**src/verilog/qco_pkg.sv**
```systemverilog
// Shared constants and bus carrier types for the quadrature and commutation output stage
package qco_pkg;
   localparam int ADDR_W        = 8;
   localparam int DATA_W        = 32;
   localparam int ANGLE_W       = 16;
   localparam int TIMER_W       = 10;
   // Register indices; byte address is four times the index
   localparam logic [5:0] IDX_STATUS  = 6'h0E;
   localparam logic [5:0] IDX_ANGLE   = 6'h16;
   localparam logic [5:0] IDX_OUTCFG  = 6'h25;
   localparam logic [5:0] IDX_HYSTCFG = 6'h3E;
   // Output configuration fields
   localparam int SLEW_LSB      = 6;
   localparam int SLEW_MSB      = 11;
   localparam int RES_LSB       = 2;
   localparam int RES_MSB       = 5;
   localparam logic [31:0] OUTCFG_MASK  = 32'h0000_0FFC;
   localparam logic [31:0] OUTCFG_RESET = 32'h0000_0000;
   // Hysteresis configuration fields
   localparam int HYST_LSB      = 23;
   localparam int HYST_MSB      = 25;
   localparam int HYST_EN_BIT   = 26;
   localparam int CHAN_SEL_BIT  = 27;
   localparam logic [31:0] HYSTCFG_MASK  = 32'h0F80_0000;
   localparam logic [31:0] HYSTCFG_RESET = 32'h0000_0000;
   // Status fields
   localparam int STAT_HEAD_BIT = 1;
   localparam int STAT_SLEW_BIT = 4;
   // Resolution shift limits (14-bit to 2-bit quadrature position counts)
   localparam logic [3:0] RES_MIN = 4'h2;
   localparam logic [3:0] RES_MAX = 4'hE;
   // Slew timing: one slew unit per code step plus one
   localparam int SLEW_UNIT_NS   = 125;
   localparam int CLK_PERIOD_NS  = 20;
   localparam int SAMPLE_PERIOD_NS = 1000;
   localparam int SAMPLE_CYC     = (SAMPLE_PERIOD_NS + CLK_PERIOD_NS - 1) / CLK_PERIOD_NS;
   // Commutation sector boundaries on the 16-bit electrical angle
   localparam logic [15:0] SECT_1 = 16'h2AAB;
   localparam logic [15:0] SECT_2 = 16'h5555;
   localparam logic [15:0] SECT_3 = 16'h8000;
   localparam logic [15:0] SECT_4 = 16'hAAAB;
   localparam logic [15:0] SECT_5 = 16'hD555;
   localparam logic [1:0] RESP_OKAY   = 2'h0;
   localparam logic [1:0] RESP_SLVERR = 2'h2;

   typedef struct packed {
      logic              awvalid;
      logic [ADDR_W-1:0] awaddr;
      logic              wvalid;
      logic [DATA_W-1:0] wdata;
      logic [3:0]        wstrb;
      logic              bready;
      logic              arvalid;
      logic [ADDR_W-1:0] araddr;
      logic              rready;
   } qco_axi_req_t;

   typedef struct packed {
      logic              awready;
      logic              wready;
      logic              bvalid;
      logic [1:0]        bresp;
      logic              arready;
      logic              rvalid;
      logic [DATA_W-1:0] rdata;
      logic [1:0]        rresp;
   } qco_axi_rsp_t;
endpackage

```
**src/verilog/qco_comm.sv**
```systemverilog
// Brushless motor commutation decoder (U, V, W) from the filtered angle
module qco_comm (
   input  wire logic        clk_i,
   input  wire logic        rst_n_i,
   input  wire logic [15:0] angle_i,
   input  wire logic [3:0]  pole_code_i,
   output logic             comm_u_o,
   output logic             comm_v_o,
   output logic             comm_w_o
);
   import qco_pkg::*;

   typedef struct packed {
      logic u;
      logic v;
      logic w;
   } qco_comm_state_t;

   qco_comm_state_t st;
   qco_comm_state_t next_st;
   logic [20:0]     prod;
   logic [15:0]     elec;
   logic [2:0]      sector;

   always_comb begin
      prod = angle_i * {1'b0, pole_code_i} + {5'h00, angle_i};
      elec = prod[15:0];
      if (elec < SECT_1) begin
         sector = 3'h0;
      end else if (elec < SECT_2) begin
         sector = 3'h1;
      end else if (elec < SECT_3) begin
         sector = 3'h2;
      end else if (elec < SECT_4) begin
         sector = 3'h3;
      end else if (elec < SECT_5) begin
         sector = 3'h4;
      end else begin
         sector = 3'h5;
      end
      next_st.u = (sector <= 3'h2);
      next_st.v = (sector >= 3'h2) && (sector <= 3'h4);
      next_st.w = (sector >= 3'h4) || (sector == 3'h0);
   end

   always_ff @(posedge clk_i) begin
      if (!rst_n_i) begin
         st <= '0;
      end else begin
         st <= next_st;
      end
   end

   assign comm_u_o = st.u;
   assign comm_v_o = st.v;
   assign comm_w_o = st.w;
endmodule

```
**src/verilog/qco_top.sv**
```systemverilog
// Quadrature and commutation output stage with hysteresis, slew limiting and AXI4-Lite registers
//
// Local design decisions: the register offsets and the AXI4-Lite interface to the registers.
module qco_top (
   input  wire logic                 clk_i,
   input  wire logic                 rst_n_i,
   input  wire qco_pkg::qco_axi_req_t axi_i,
   output qco_pkg::qco_axi_rsp_t     axi_o,
   input  wire logic [15:0]          angle_p_i,
   input  wire logic [15:0]          angle_s_i,
   input  wire logic                 sample_i,
   output logic                      quad_a_o,
   output logic                      quad_b_o,
   output logic                      comm_u_o,
   output logic                      comm_v_o,
   output logic                      comm_w_o,
   output logic                      slew_limit_flag_o,
   output logic                      window_head_direction_o
);
   import qco_pkg::*;

   typedef struct packed {
      logic                aw_got;
      logic [ADDR_W-1:0]   aw_addr;
      logic                w_got;
      logic [DATA_W-1:0]   w_data;
      logic [3:0]          w_strb;
      logic                bvalid;
      logic [1:0]          bresp;
      logic                rvalid;
      logic [DATA_W-1:0]   rdata;
      logic [1:0]          rresp;
      logic [31:0]         outcfg;
      logic [31:0]         hystcfg;
      logic [15:0]         comp;
      logic                head;
      logic [15:0]         pos;
      logic [TIMER_W-1:0]  timer;
      logic                flag;
      logic                qa;
      logic                qb;
   } qco_state_t;

   qco_state_t         st;
   qco_state_t         next_st;
   logic [5:0]         quad_slew_code;
   logic [3:0]         quad_commutation_resolution;
   logic [3:0]         shift;
   logic [2:0]         angle_window_width_field;
   logic [15:0]        angle_window_width;
   logic               slew_en;
   logic               hyst_en;
   logic [15:0]        chan_angle;
   logic signed [15:0] delta;
   logic [15:0]        target;
   logic [15:0]        mask;
   logic [15:0]        step16;
   logic [15:0]        d16;
   logic               nonzero;
   logic               multi;
   logic [TIMER_W-1:0] hold_cyc;
   int                 hold_int;
   logic [DATA_W-1:0]  wmerged;
   logic [DATA_W-1:0]  rword;
   logic               rhit;

   always_comb begin
      quad_slew_code = st.outcfg[SLEW_MSB:SLEW_LSB];
      quad_commutation_resolution = st.outcfg[RES_MSB:RES_LSB];
      slew_en = (quad_slew_code != 6'h00);
      if (quad_commutation_resolution < RES_MIN) begin
         shift = RES_MIN;
      end else if (quad_commutation_resolution > RES_MAX) begin
         shift = RES_MAX;
      end else begin
         shift = quad_commutation_resolution;
      end
      angle_window_width_field = st.hystcfg[HYST_MSB:HYST_LSB];
      angle_window_width = 16'h0001 << ({1'b0, angle_window_width_field} + 4'h1);
      hyst_en = st.hystcfg[HYST_EN_BIT];
      chan_angle = st.hystcfg[CHAN_SEL_BIT] ? angle_s_i : angle_p_i;
      delta = $signed(chan_angle - st.comp);
      hold_int = (SLEW_UNIT_NS * (int'(quad_slew_code) + 1) + CLK_PERIOD_NS - 1) / CLK_PERIOD_NS;
      hold_cyc = TIMER_W'(hold_int);
      mask = 16'hFFFF >> shift;
      target = st.comp >> shift;
      step16 = 16'h0001 << shift;
      d16 = (target - st.pos) << shift;
      nonzero = (d16 != 16'h0000);
      multi = nonzero && (d16 != step16) && (d16 != (16'h0000 - step16));
   end

   // Byte-lane merge and read decode
   always_comb begin
      for (int i = 0; i < 4; i++) begin
         wmerged[i*8 +: 8] = 8'h00;
      end
      for (int i = 0; i < 4; i++) begin
         if (st.aw_addr[7:2] == IDX_OUTCFG) begin
            wmerged[i*8 +: 8] = st.w_strb[i] ? st.w_data[i*8 +: 8] : st.outcfg[i*8 +: 8];
         end else begin
            wmerged[i*8 +: 8] = st.w_strb[i] ? st.w_data[i*8 +: 8] : st.hystcfg[i*8 +: 8];
         end
      end
      rhit = 1'b1;
      rword = 32'h0000_0000;
      case (axi_i.araddr[7:2])
         IDX_STATUS: begin
            rword[STAT_HEAD_BIT] = st.head;
            rword[STAT_SLEW_BIT] = st.flag;
         end
         IDX_ANGLE: begin
            rword[15:0] = st.comp;
         end
         IDX_OUTCFG: begin
            rword = st.outcfg & OUTCFG_MASK;
         end
         IDX_HYSTCFG: begin
            rword = st.hystcfg & HYSTCFG_MASK;
         end
         default: begin
            rhit = 1'b0;
         end
      endcase
   end

   always_comb begin
      next_st = st;
      // Write channel: address and data taken in either order
      if (axi_i.awvalid && axi_o.awready) begin
         next_st.aw_got = 1'b1;
         next_st.aw_addr = axi_i.awaddr;
      end
      if (axi_i.wvalid && axi_o.wready) begin
         next_st.w_got = 1'b1;
         next_st.w_data = axi_i.wdata;
         next_st.w_strb = axi_i.wstrb;
      end
      if (st.aw_got && st.w_got && !st.bvalid) begin
         next_st.aw_got = 1'b0;
         next_st.w_got = 1'b0;
         next_st.bvalid = 1'b1;
         next_st.bresp = RESP_OKAY;
         case (st.aw_addr[7:2])
            IDX_OUTCFG: begin
               next_st.outcfg = wmerged & OUTCFG_MASK;
            end
            IDX_HYSTCFG: begin
               next_st.hystcfg = wmerged & HYSTCFG_MASK;
            end
            IDX_STATUS, IDX_ANGLE: begin
               next_st.bresp = RESP_OKAY;
            end
            default: begin
               next_st.bresp = RESP_SLVERR;
            end
         endcase
      end
      if (st.bvalid && axi_i.bready) begin
         next_st.bvalid = 1'b0;
      end
      // Read channel
      if (st.rvalid && axi_i.rready) begin
         next_st.rvalid = 1'b0;
      end
      if (axi_i.arvalid && axi_o.arready) begin
         next_st.rvalid = 1'b1;
         next_st.rdata = rword;
         next_st.rresp = rhit ? RESP_OKAY : RESP_SLVERR;
      end

      // Angle hysteresis, updated once per sample
      if (sample_i) begin
         if (!hyst_en) begin
            next_st.comp = chan_angle;
            if (delta > 16'sh0000) begin
               next_st.head = 1'b1;
            end else if (delta < 16'sh0000) begin
               next_st.head = 1'b0;
            end
         end else if (st.head) begin
            if (delta > 16'sh0000) begin
               next_st.comp = chan_angle;
            end else if (delta < -$signed(angle_window_width)) begin
               next_st.comp = chan_angle;
               next_st.head = 1'b0;
            end
         end else begin
            if (delta < 16'sh0000) begin
               next_st.comp = chan_angle;
            end else if (delta > $signed(angle_window_width)) begin
               next_st.comp = chan_angle;
               next_st.head = 1'b1;
            end
         end
      end

      // Quadrature position with optional slew limiting
      if (!slew_en) begin
         next_st.pos = target;
         next_st.timer = '0;
      end else if ((st.timer == '0) && nonzero) begin
         // One Gray step toward the target, then hold; back-fills after reversal
         next_st.pos = d16[15] ? ((st.pos - 16'h0001) & mask) : ((st.pos + 16'h0001) & mask);
         next_st.timer = hold_cyc - TIMER_W'(1);
      end else if (st.timer != '0) begin
         next_st.timer = st.timer - TIMER_W'(1);
      end
      next_st.flag = slew_en && nonzero && ((st.timer != '0) || multi);
      next_st.qa = next_st.pos[1] ^ next_st.pos[0];
      next_st.qb = next_st.pos[1];
   end

   always_ff @(posedge clk_i) begin
      if (!rst_n_i) begin
         st <= '0;
         st.outcfg <= OUTCFG_RESET;
         st.hystcfg <= HYSTCFG_RESET;
      end else begin
         st <= next_st;
      end
   end

   always_comb begin
      axi_o.awready = !st.aw_got && !st.bvalid;
      axi_o.wready  = !st.w_got && !st.bvalid;
      axi_o.bvalid  = st.bvalid;
      axi_o.bresp   = st.bresp;
      axi_o.arready = !st.rvalid;
      axi_o.rvalid  = st.rvalid;
      axi_o.rdata   = st.rdata;
      axi_o.rresp   = st.rresp;
   end

   assign quad_a_o = st.qa;
   assign quad_b_o = st.qb;
   assign slew_limit_flag_o = st.flag;
   assign window_head_direction_o = st.head;

   qco_comm u_comm (
      .clk_i       (clk_i),
      .rst_n_i     (rst_n_i),
      .angle_i     (st.comp),
      .pole_code_i (quad_commutation_resolution),
      .comm_u_o    (comm_u_o),
      .comm_v_o    (comm_v_o),
      .comm_w_o    (comm_w_o)
   );
endmodule

```
**config.mk**
```make
export PLATFORM = sky130hd
export DESIGN_NAME = qco_top
export DESIGN_NICKNAME = d
export VERILOG_FILES = /design/src/verilog/qco_pkg.sv /design/src/verilog/qco_comm.sv /design/src/verilog/qco_top.sv
export SDC_FILE = /design/constraint.sdc
export NUM_CORES = 1
export LEC_CHECK = 0
export ABC_AREA = 1
export BUFFER_PORTS_ARGS = -buffer_cell sky130_fd_sc_hd__buf_2
export CAP_MARGIN = 10
export CORE_AREA = 4 4 272 221
export CTS_BUF_LIST = sky130_fd_sc_hd__clkbuf_8
export DETAILED_ROUTE_END_ITERATION = 10
export DIE_AREA = 0 0 276 225
export PLACE_DENSITY = 0.4
export REMOVE_ABC_BUFFERS = 1
export SYNTH_ARGS = -nofsm -noshare
export SYNTH_HDL_FRONTEND = slang
export SYNTH_SLANG_ARGS = --single-unit
```
**constraint.sdc**
```tcl
create_clock -name clk_i -period 10.4 [get_ports clk_i]
set_input_delay 0 -clock clk_i [delete_from_list [all_inputs] [get_ports clk_i]]
set_output_delay 0 -clock clk_i [all_outputs]
set_load 0.01 [all_outputs]
```
==> results of run 1 <==
[metal layers]
| metal | vias to the layer above | wire (µm) | GRT usage [%] |
|---|---|---|---|
| li1 | 7371 | - | - |
| met1 | 6437 | 24100 | 21.5 |
| met2 | 219 | 19800 | 22.6 |
| met3 | 22 | 2080 | 2.84 |
| met4 | 0 | 451 | 2.53 |
| met5 | - | 0 | 0 |
[registers in the layout, summed over array words and instances, names as in the netlist]
name and cells:
window_head_direction_o 1, u_comm.comm_v_o 1, axi_o 25, st 70, slew_limit_flag_o 1, quad_commutation_resolution 4
quad_slew_code 6, u_comm.comm_w_o 1, u_comm.comm_u_o 1, quad_a_o 1, hyst_en 1, angle_window_width_field 3
[logic make-up after synthesis]
kind of cell | count (synthesis)
AND/OR/NAND/NOR | 891
adder cells (fa/ha/maj) | 191
multiplexers | 16
AO/OA/AOI/OAI | 405
buffers and inverters | 480
other | 2
flip-flops | 115
XOR/XNOR | 84
[cell usage in the layout (no fill, tap or decap), drive strengths merged, types with 5 or more instances in the layout]
cell type    Yosys  final
clkinv           3      7
and2             7      7
or2             12     12
nand4           26     26
nor3            21     21
clkbuf          53     17
xnor2           20     20
o21a             5      5
nor4             9      9
nand3b           5      5
o221ai          16     16
conb             2     29
inv            377    383
dfxtp          115    115
a21o             7      7
xor2            64     64
o31ai            7      7
nor2           187    187
mux2            14     14
nand2          491    491
fa              53     53
buf             47    164
o21bai          15     15
ha             138    138
o211ai          10     10
a31oi            9      9
o2111ai          7      7
nand3          126    126
dlygate4sd3      0     70
a211oi          11     11
a21oi          144    144
o21ai          157    157
[cell type report]
class                   instances  area [µm²]
repair buffers                234        1670
clock inverters                15         174
inverters                     380        1430
well taps                     769         962
multi-input cells            1616       10800
diodes                          1        2.50
clock buffers                  17         234
fillers                      6385       40000
flip-flops and latches        115        2310
[worst min-delay path by stage]
stage | start | end | slack (ns) | cells after the start
2_1_floorplan | rst_n_i | st[22]$_SDFFE_PN0P_ | 0.1 | 2
3_3_place_gp | axi_i[10] | axi_o[38]$_SDFFE_PP0P_ | 0.21 | 2
3_5_place_dp | axi_i[10] | axi_o[38]$_SDFFE_PP0P_ | 0.20 | 2
4_1_cts | angle_s_i[5] | st[35]$_SDFFE_PN0P_ | 0.003 | 4
5_1_grt | angle_s_i[5] | st[35]$_SDFFE_PN0P_ | 0.06 | 4
6_report | angle_s_i[5] | st[35]$_SDFFE_PN0P_ | 0.06 | 4
[where the power goes]
part	internal [mW]	switching, mW
clock network	0.220	0.245
logic	0.200	0.320
registers	0.466	0.0258
total	0.885	0.591
[worst register-to-register path: cells and delay by family, from the launching register on]
family	cells	cell delay (ns)
buffers and inverters	10	0.76
DFF	1	0.41
AOI/OAI and AO/OA	3	0.81
xor gates and xnor gates	3	0.56
adders and majority gates	7	2.23
and+or+nand+nor	51	4.85
[timing repair]
| item | CTS | global route |
|---|---|---|
| hold endpoints to repair | 51 | 0 |
| hold buffers | 70 | 0 |
| buffers inserted | 0 | 22 |
| endpoints found under the setup margin | 0 | 11 |
| resized for setup | 0 | 161 |
==> results.py, run 1 <==
metrics = {
    "clock_network": {
        "cts.sinks": 115,
        "htree_levels": 4,
        "cts_buffers": 17,
        "cts-root-buf": "clkbuf_8",
        "clk_latency_ns": 0.51,
        "clockBufferDepth": 2,
        "cts.reportedPaths.clkPinSlew_ns": 0.09,
        "tritoncts": "done",
    },
    "place": {
        "pre_cts_slack_ns": 0.0864,
        "gp_congestion": 0.846,
        "placed_area_um2": 15600,
        "placed_cells": 3022,
        "port-buffer-count": 105,
        "dpl.hpwl_um": 36700,
    },
    "timing": {
        "hold_viol": 0,
        "worst_slack_ns": 0.652,
        "finalSetupViolCount": 0,
        "finalSetupTns_ns": 0,
        "timing.fmax_ghz": 0.103,
        "max_slew_margin_pct": 25.4,
        "whs_ns": 0.0613,
        "drv_slew": 0,
        "period_share_pct": 93.7,
        "min_period_ns": 9.75,
        "fin_skew_ns": 0.0265,
        "worst_pin_slew_ns": 1.12,
    },
    "route": {
        "ant_nets": 0,
        "vias_per_cell": 4.46,
        "post_drt_wl_per_cell_um": 14.8,
        "first_iter_violations": 738,
        "drt_first_pass_iters": 5,
        "drc": 0,
        "drt-total-wl_um": 46500,
        "vias": 14000,
    },
    "worst_setup_path": {
        "r2r_end": "st[10]$_SDFFE_PN0P_",
        "critPathLaunch": "quad_slew_code[0]$_SDFFE_PN0P_",
        "critPathKind": "reg -> reg",
        "path_buf_inv": 10,
        "reg2reg_depth": 74,
        "worst-path-stages": 74,
        "r2r-start": "quad_slew_code[0]$_SDFFE_PN0P_",
        "crit_family": "simple AND/OR/NAND/NOR gates",
        "slowest_stage": "fa_1",
        "cp-end-kind": "flop",
        "cp_slowest_stage_delay_ns": 0.53,
        "setup.worst_path.end": "st[10]$_SDFFE_PN0P_",
        "required_ns": 10.77,
        "cp.arrival_ns": 10.12,
        "cp_max_fo": 8,
        "r2r_slack_ns": 0.65,
        "crit_path_start_kind": "flop",
        "crit_top_cell": "nand2_4",
    },
    "global_routing": {
        "grt_max_degree": 68,
        "grt_overflow": 0,
        "grt_pass1_vias": 13500,
        "antenna_found_initial": 1,
        "grt_pass1_wl_um": 73600,
        "track_usage_pct": 14.7,
    },
    "synth": {
        "syn_avg_cell_area_um2": 6.53,
        "yosys.area_share.simple_pct": 27.7,
        "muxShareOfSynthArea_pct": 1.25,
        "synthTopCellsByCount": "456 x nand2_1, 355 x inv_1, 181 x nor2_1, 156 x o21ai_0, 141 x a21oi_1",
        "synth_top_family_by_area": "simple AND/OR/NAND/NOR gates",
        "synth_area_um2": 14300,
        "synth_seq_cells": 115,
        "ys_seq_area_share_pct": 16.2,
        "synth-main-ff-cell": "dfxtp_1",
        "synth_edf_count": 0,
        "synth_fa_ha_area_share_pct": 19.6,
        "yosysUniqueCellTypes": 59,
        "syn_inst": 2184,
        "synth.largest_area_cell": "dfxtp_1",
        "synth.top_cell.area_share_pct": 16.2,
        "synth.most_common_cell": "nand2_1",
        "synth-async-reset-ratio_pct": 0,
        "synth-compound-area-share_pct": 16.5,
        "ys_warn_count": 0,
        "yosys-top-cells-area": "dfxtp_1 16%, ha_1 12%, nand2_1 12%",
        "synth_xor_area_share_pct": 5.16,
    },
    "job": {
        "drv_cap": 0,
    },
    "die": {
        "core_um2": 57500,
        "die_h_um": 225,
        "row_count": 79,
        "die_area_um2": 62100,
        "die_x_um": 276,
        "start_util_pct": 24.8,
        "ios": 140,
    },
    "status": {
        "status": "finished, final reports clean",
    },
    "power_and_ir_drop": {
        "ir_drop_mv": 0.0702,
        "p_total_mw": 1.48,
        "power.leakage_nw": 8.63,
        "p_per_area_nw_per_um2": 84.1,
    },
    "cells_and_area": {
        "post-route-util_pct": 30.5,
        "final_nets": 2647,
        "area_growth_pct": 23.1,
        "postLayoutCellArea_um2": 17500,
        "stdcell_count": 3147,
        "drive_gt1_share_pct": 17.5,
    },
    "min_path": {
        "hold_class": "in -> reg",
    },
}
Power figures use the tool's default switching activity.
==> run 2, diff against run 1 <==
Settings changed: CTS_CLUSTER_SIZE set to 25.
Clock period 10.4 ns to 11 ns, I/O delays scaled along.
==> run 2 against run 1 <==
  * Sequential power down 5.3%
  * Via count hardly changed
  * Largest cell class unchanged
  * Die area is the same
  * Setup slack better by 0.25 ns
  * First-iteration DRC count increased by 11%
  * Total power decreased by 5.5%
  * Combinational power shrank 5.4%
  * Sequential share of layout area increased by 0.32 points
==> results.py, run 2 (synthesis results as in run 1) <==
metrics = {
    "status": {
        "status": "finished, final reports clean",
    },
    "worst_setup_path": {
        "critPathLaunch": "quad_slew_code[0]$_SDFFE_PN0P_",
        "cp.arrival_ns": 10.47,
        "crit_path_start_kind": "flop",
        "cp_max_fo": 8,
        "critPathKind": "reg -> reg",
        "crit_family": "simple AND/OR/NAND/NOR gates",
        "r2r-start": "quad_slew_code[0]$_SDFFE_PN0P_",
        "cp-end-kind": "flop",
        "path_buf_inv": 10,
        "slowest_stage": "fa_1",
        "crit_top_cell": "nand2_1",
        "required_ns": 11.38,
        "cp_slowest_stage_delay_ns": 0.54,
    },
    "timing": {
        "drv_slew": 0,
        "fin_skew_ns": 0.0157,
        "finalSetupTns_ns": 0,
        "min_period_ns": 10.10,
        "whs_ns": 0.0819,
        "max_slew_margin_pct": 24.6,
        "worst_slack_ns": 0.902,
        "timing.fmax_ghz": 0.0990,
        "worst_pin_slew_ns": 1.13,
        "period_share_pct": 91.8,
        "finalSetupViolCount": 0,
        "hold_viol": 0,
    },
    "global_routing": {
        "antenna_found_initial": 0,
        "grt_max_degree": 69,
        "grt_pass1_wl_um": 74000,
        "track_usage_pct": 14.7,
        "grt_overflow": 0,
        "grt_pass1_vias": 13600,
    },
    "route": {
        "route.met3.wl_um": 1830,
        "first_iter_violations": 817,
        "drc": 0,
        "ant_nets": 0,
        "vias": 14000,
        "dr_wl_met2_um": 19500,
        "drt_first_pass_iters": 5,
        "met1_length_um": 24400,
        "dr.max_layer_used": "met4",
        "drt-total-wl_um": 46200,
        "post_drt_wl_per_cell_um": 14.8,
        "vias_per_cell": 4.50,
    },
    "die": {
        "start_util_pct": 24.8,
        "die_h_um": 225,
        "die_x_um": 276,
        "die_area_um2": 62100,
        "core_um2": 57500,
        "ios": 140,
        "row_count": 79,
    },
    "cells_and_area": {
        "final_nets": 2622,
        "drive_gt1_share_pct": 15.0,
        "regMostFlops": "st",
        "mostFrequentLayoutCells": "426 x nand2_1, 356 x inv_1, 167 x nor2_1",
        "area_growth_pct": 20.2,
        "largest_reg_flops": 70,
        "final_common_cell": "nand2_1",
        "post-route-util_pct": 29.8,
        "stdcell_count": 3121,
        "diodes": 0,
        "postLayoutCellArea_um2": 17100,
    },
    "clock_network": {
        "htree_levels": 4,
        "tritoncts": "done",
        "cts.sinks": 115,
        "cts_buffers": 17,
        "cts-root-buf": "clkbuf_8",
        "cts.reportedPaths.clkPinSlew_ns": 0.08,
        "clockBufferDepth": 2,
        "clk_latency_ns": 0.50,
    },
    "power_and_ir_drop": {
        "p_per_area_nw_per_um2": 81.4,
        "ir_drop_mv": 0.0565,
        "p_total_mw": 1.40,
        "power.leakage_nw": 8.41,
    },
    "min_path": {
        "min-delay-start": "axi_i[47]",
        "hold_class": "in -> reg",
    },
    "place": {
        "gp_congestion": 0.825,
        "pre_cts_slack_ns": 0.363,
        "placed_cells": 3007,
        "port-buffer-count": 105,
        "dpl.hpwl_um": 36700,
        "placed_area_um2": 15500,
    },
    "job": {
        "drv_cap": 0,
    },
}
## run 2: cell count changes in the layout (fill, tap and decap cells not counted), sizes merged
cell | before | now
buf | 164 | 139
clkinv | 7 | 8
clkinvlp | 3 | 2
diode | 1 | 0
## run 2: path summary, 6_finish.rpt
| check | endpoint | slack (ns) | depth (start not counted) |
|---|---|---|---|
| setup reg to reg | st[10]$_SDFFE_PN0P_ | 0.90 | 83 |
| setup / recovery | st[10]$_SDFFE_PN0P_ | 0.90 | 83 |
| hold / removal | st[184]$_SDFFE_PP0P_ | 0.08 | 4 |
| hold reg to reg | st[28]$_SDFFE_PN0P_ | 0.46 | 2 |
## run 2: power breakdown
part	switching, mW	leakage [nW]	total, mW	internal [mW]
Sequential	0.0255	0.947	0.466	0.441
Combinational	0.305	7.26	0.491	0.186
Clock	0.230	0.204	0.438	0.208
Total	0.560	8.41	1.40	0.835
## run 2: area by class of cell
class / instances / area, µm²
clock inverter: 15 / 174
tap: 769 / 962
timing repair buffer: 209 / 1480
fill: 6312 / 40400
inverter: 380 / 1430
multi-input combinational: 1616 / 10500
sequential: 115 / 2310
clock buffer: 17 / 234
## run 2: repair_timing
item                                    4_1_cts  5_1_grt
buffers inserted                              0       12
hold buffers                                 70        0
endpoints found under the setup margin        0        9
hold endpoints to repair                     55        0
resized for setup                             0      103
## run 2: worst reg2reg max path: cells and delay by family, from the launching register on
family        cells  cell delay, ns
buf+inv          10            0.70
xor+xnor          3            0.44
flops             1            0.37
simple gates     64            6.20
fa+ha+maj         6            2.27
## run 2: routing by layer
metal	up-vias	global-route usage, %
met1	6493	21.7
li1	7316	-
met4	0	2.71
met3	22	2.50
met2	214	22.8
met5	-	0
==> run 3, diff against run 2 <==
Settings changed: CELL_PAD_IN_SITES_DETAIL_PLACEMENT set to 1, CELL_PAD_IN_SITES_GLOBAL_PLACEMENT set to 2, PLACE_DENSITY 0.4 to 0.64.
==> run 3 against run 2 <==
  * Register-to-register slack got worse by 0.05 ns
  * Routed wire length rose by 9.8%
  * Final cell count is 0.80% higher
  * Via count increased by 3.3%
  * Sequential cell count unchanged
  * Clock skew grew 0.014 ns
  * Total power increased by 0.77%
  * Utilization up 0.31 points
  * Final area up 1.0%
  * Critical path type unchanged
  * Largest power group unchanged
==> results.py, run 3 (synthesis results as in run 1) <==
metrics = {
    "status": {
        "status": "finished, final reports clean",
    },
    "route": {
        "vias_per_cell": 4.61,
        "first_iter_violations": 561,
        "route.met3.wl_um": 979,
        "drt_first_pass_iters": 4,
        "drt-total-wl_um": 50800,
        "dr_wl_met2_um": 23200,
        "post_drt_wl_per_cell_um": 16.1,
        "met1_length_um": 26100,
        "drc": 0,
        "dr.max_layer_used": "met4",
        "ant_nets": 0,
        "vias": 14500,
    },
    "worst_setup_path": {
        "reg2reg_depth": 79,
        "cp_slowest_stage_delay_ns": 0.59,
        "critPathKind": "reg -> reg",
        "crit_path_start_kind": "flop",
        "r2r-start": "quad_slew_code[0]$_SDFFE_PN0P_",
        "r2r_slack_ns": 0.85,
        "required_ns": 11.38,
        "cp.arrival_ns": 10.53,
        "slowest_stage": "fa_1",
        "cp_max_fo": 8,
        "crit_top_cell": "nand2_1",
        "r2r_end": "st[10]$_SDFFE_PN0P_",
        "cp-end-kind": "flop",
    },
    "min_path": {
        "hold_end": "axi_o[1]$_SDFFE_PN0P_",
        "min-delay-start": "axi_i[5]",
        "hold_class": "in -> reg",
        "min_path_cells": 5,
    },
    "clock_network": {
        "cts.sinks": 115,
        "clk_latency_ns": 0.52,
        "cts_buffers": 17,
        "cts.reportedPaths.clkPinSlew_ns": 0.09,
        "cts-root-buf": "clkbuf_8",
        "tritoncts": "done",
        "clockBufferDepth": 2,
        "htree_levels": 4,
    },
    "cells_and_area": {
        "post-route-util_pct": 30.1,
        "multiInputGateArea_um2": 10500,
        "drive_gt1_share_pct": 15.2,
        "mostFrequentLayoutCells": "430 x nand2_1, 353 x inv_1, 170 x nor2_1",
        "final_common_cell": "nand2_1",
        "regMostFlops": "st",
        "regArea_um2": 2310,
        "nFillCells": 7286,
        "final_nets": 2646,
        "largest_reg_flops": 70,
        "area_growth_pct": 21.4,
    },
    "timing": {
        "min_period_ns": 10.15,
        "period_share_pct": 92.3,
        "worst_pin_slew_ns": 1.11,
        "whs_ns": 0.0955,
        "drv_slew": 0,
        "hold_viol": 0,
        "fin_skew_ns": 0.0295,
        "worst_slack_ns": 0.850,
        "timing.fmax_ghz": 0.0985,
        "max_slew_margin_pct": 26.1,
        "finalSetupViolCount": 0,
    },
    "job": {
        "drv_cap": 0,
    },
    "power_and_ir_drop": {
        "p_per_area_nw_per_um2": 81.2,
        "p_int_mw": 0.823,
        "p_sw_mw": 0.583,
        "seqPwrFrac_pct": 33.3,
        "ir_drop_mv": 0.0614,
        "power.share.combinational_pct": 36.0,
        "p_sw_share_pct": 41.4,
        "p_total_mw": 1.41,
        "p_clk_share_pct": 30.7,
        "power.leakage_nw": 8.50,
    },
    "global_routing": {
        "grt_max_degree": 46,
        "track_usage_pct": 16.3,
        "grt_pass1_vias": 15000,
        "antenna_found_initial": 1,
        "grt_overflow": 0,
        "grt_pass1_wl_um": 81800,
    },
    "place": {
        "dpl.hpwl_um": 40800,
        "pre_cts_slack_ns": 0.0722,
        "port-buffer-count": 105,
        "gp_congestion": 0.847,
    },
    "die": {
        "start_util_pct": 24.8,
        "core_um2": 57500,
        "die_area_um2": 62100,
        "row_count": 79,
        "die_x_um": 276,
        "die_h_um": 225,
        "ios": 140,
    },
}
## run 3: per-layer routing
metal | vias to the layer above | GRT usage [%]
met4 | 0 | 2.56
met2 | 127 | 27.0
met5 | - | 0
met3 | 24 | 2.10
li1 | 7352 | -
met1 | 7011 | 23.1
## run 3: layout make-up
class	count	share of cell area, %
tap	769	5.56
timing repair buffer	233	9.88
multi-input combinational	1616	60.7
antenna	1	0.0145
clock inverter	15	0.925
inverter	380	8.26
clock buffer	17	1.35
sequential	115	13.4
## run 3: timing repair
action                                  4_1_cts  5_1_grt
endpoints found under the setup margin        0       12
hold buffers                                 83        0
gates resized for setup                       0       96
setup buffers                                 0       20
hold endpoints to repair                     58        0
## run 3: worst max-delay path by stage
| stage | cells after the start | end | start | slack [ns] |
|---|---|---|---|---|
| 2_1_floorplan | 58 | st[26]$_SDFFE_PN0P_ | quad_commutation_resolution[2]$_SDFFE_PN0P_ | 1.05 |
| 3_3_place_gp | 84 | st[10]$_SDFFE_PN0P_ | quad_slew_code[2]$_SDFFE_PN0P_ | 0.44 |
| 3_5_place_dp | 79 | st[10]$_SDFFE_PN0P_ | quad_slew_code[2]$_SDFFE_PN0P_ | 0.07 |
| 4_1_cts | 81 | st[10]$_SDFFE_PN0P_ | quad_slew_code[2]$_SDFFE_PN0P_ | 0.03 |
| 5_1_grt | 87 | st[11]$_SDFFE_PN0P_ | quad_slew_code[0]$_SDFFE_PN0P_ | -0.11 |
| 6_report | 79 | st[10]$_SDFFE_PN0P_ | quad_slew_code[0]$_SDFFE_PN0P_ | 0.85 |
## run 3: power groups by stage
stage | Clock [mW] | Sequential, mW | Combinational [mW]
5_1_grt | 0.464 | 0.472 | 0.581
3_5_place_dp | 0 | 0.479 | 0.477
6_report | 0.432 | 0.468 | 0.506
3_3_place_gp | 0 | 0.478 | 0.465
2_1_floorplan | 0 | 0.471 | 0.324
4_1_cts | 0.449 | 0.469 | 0.507
## run 3: per-stage QoR
step | std cells | TNS (ns) | cell area, µm²
5_1_grt | 3146 | -0.285 | 17300
3_5_place_dp | 3010 | 0 | 15500
2_1_floorplan | 2111 | 0 | 13800
6_report | 3146 | 0 | 17300
4_1_cts | 3125 | 0 | 16700
3_3_place_gp | 3010 | 0 | 15500
## run 3: worst max-delay path: cells and delay by family, from the launching register on
kind                     cells  cell delay [ns]
buffers and inverters       13             1.16
adder cells (fa/ha/maj)      7             2.32
AND/OR/NAND/NOR             55             5.46
flip-flops                   1             0.38
XOR/XNOR                     4             0.67
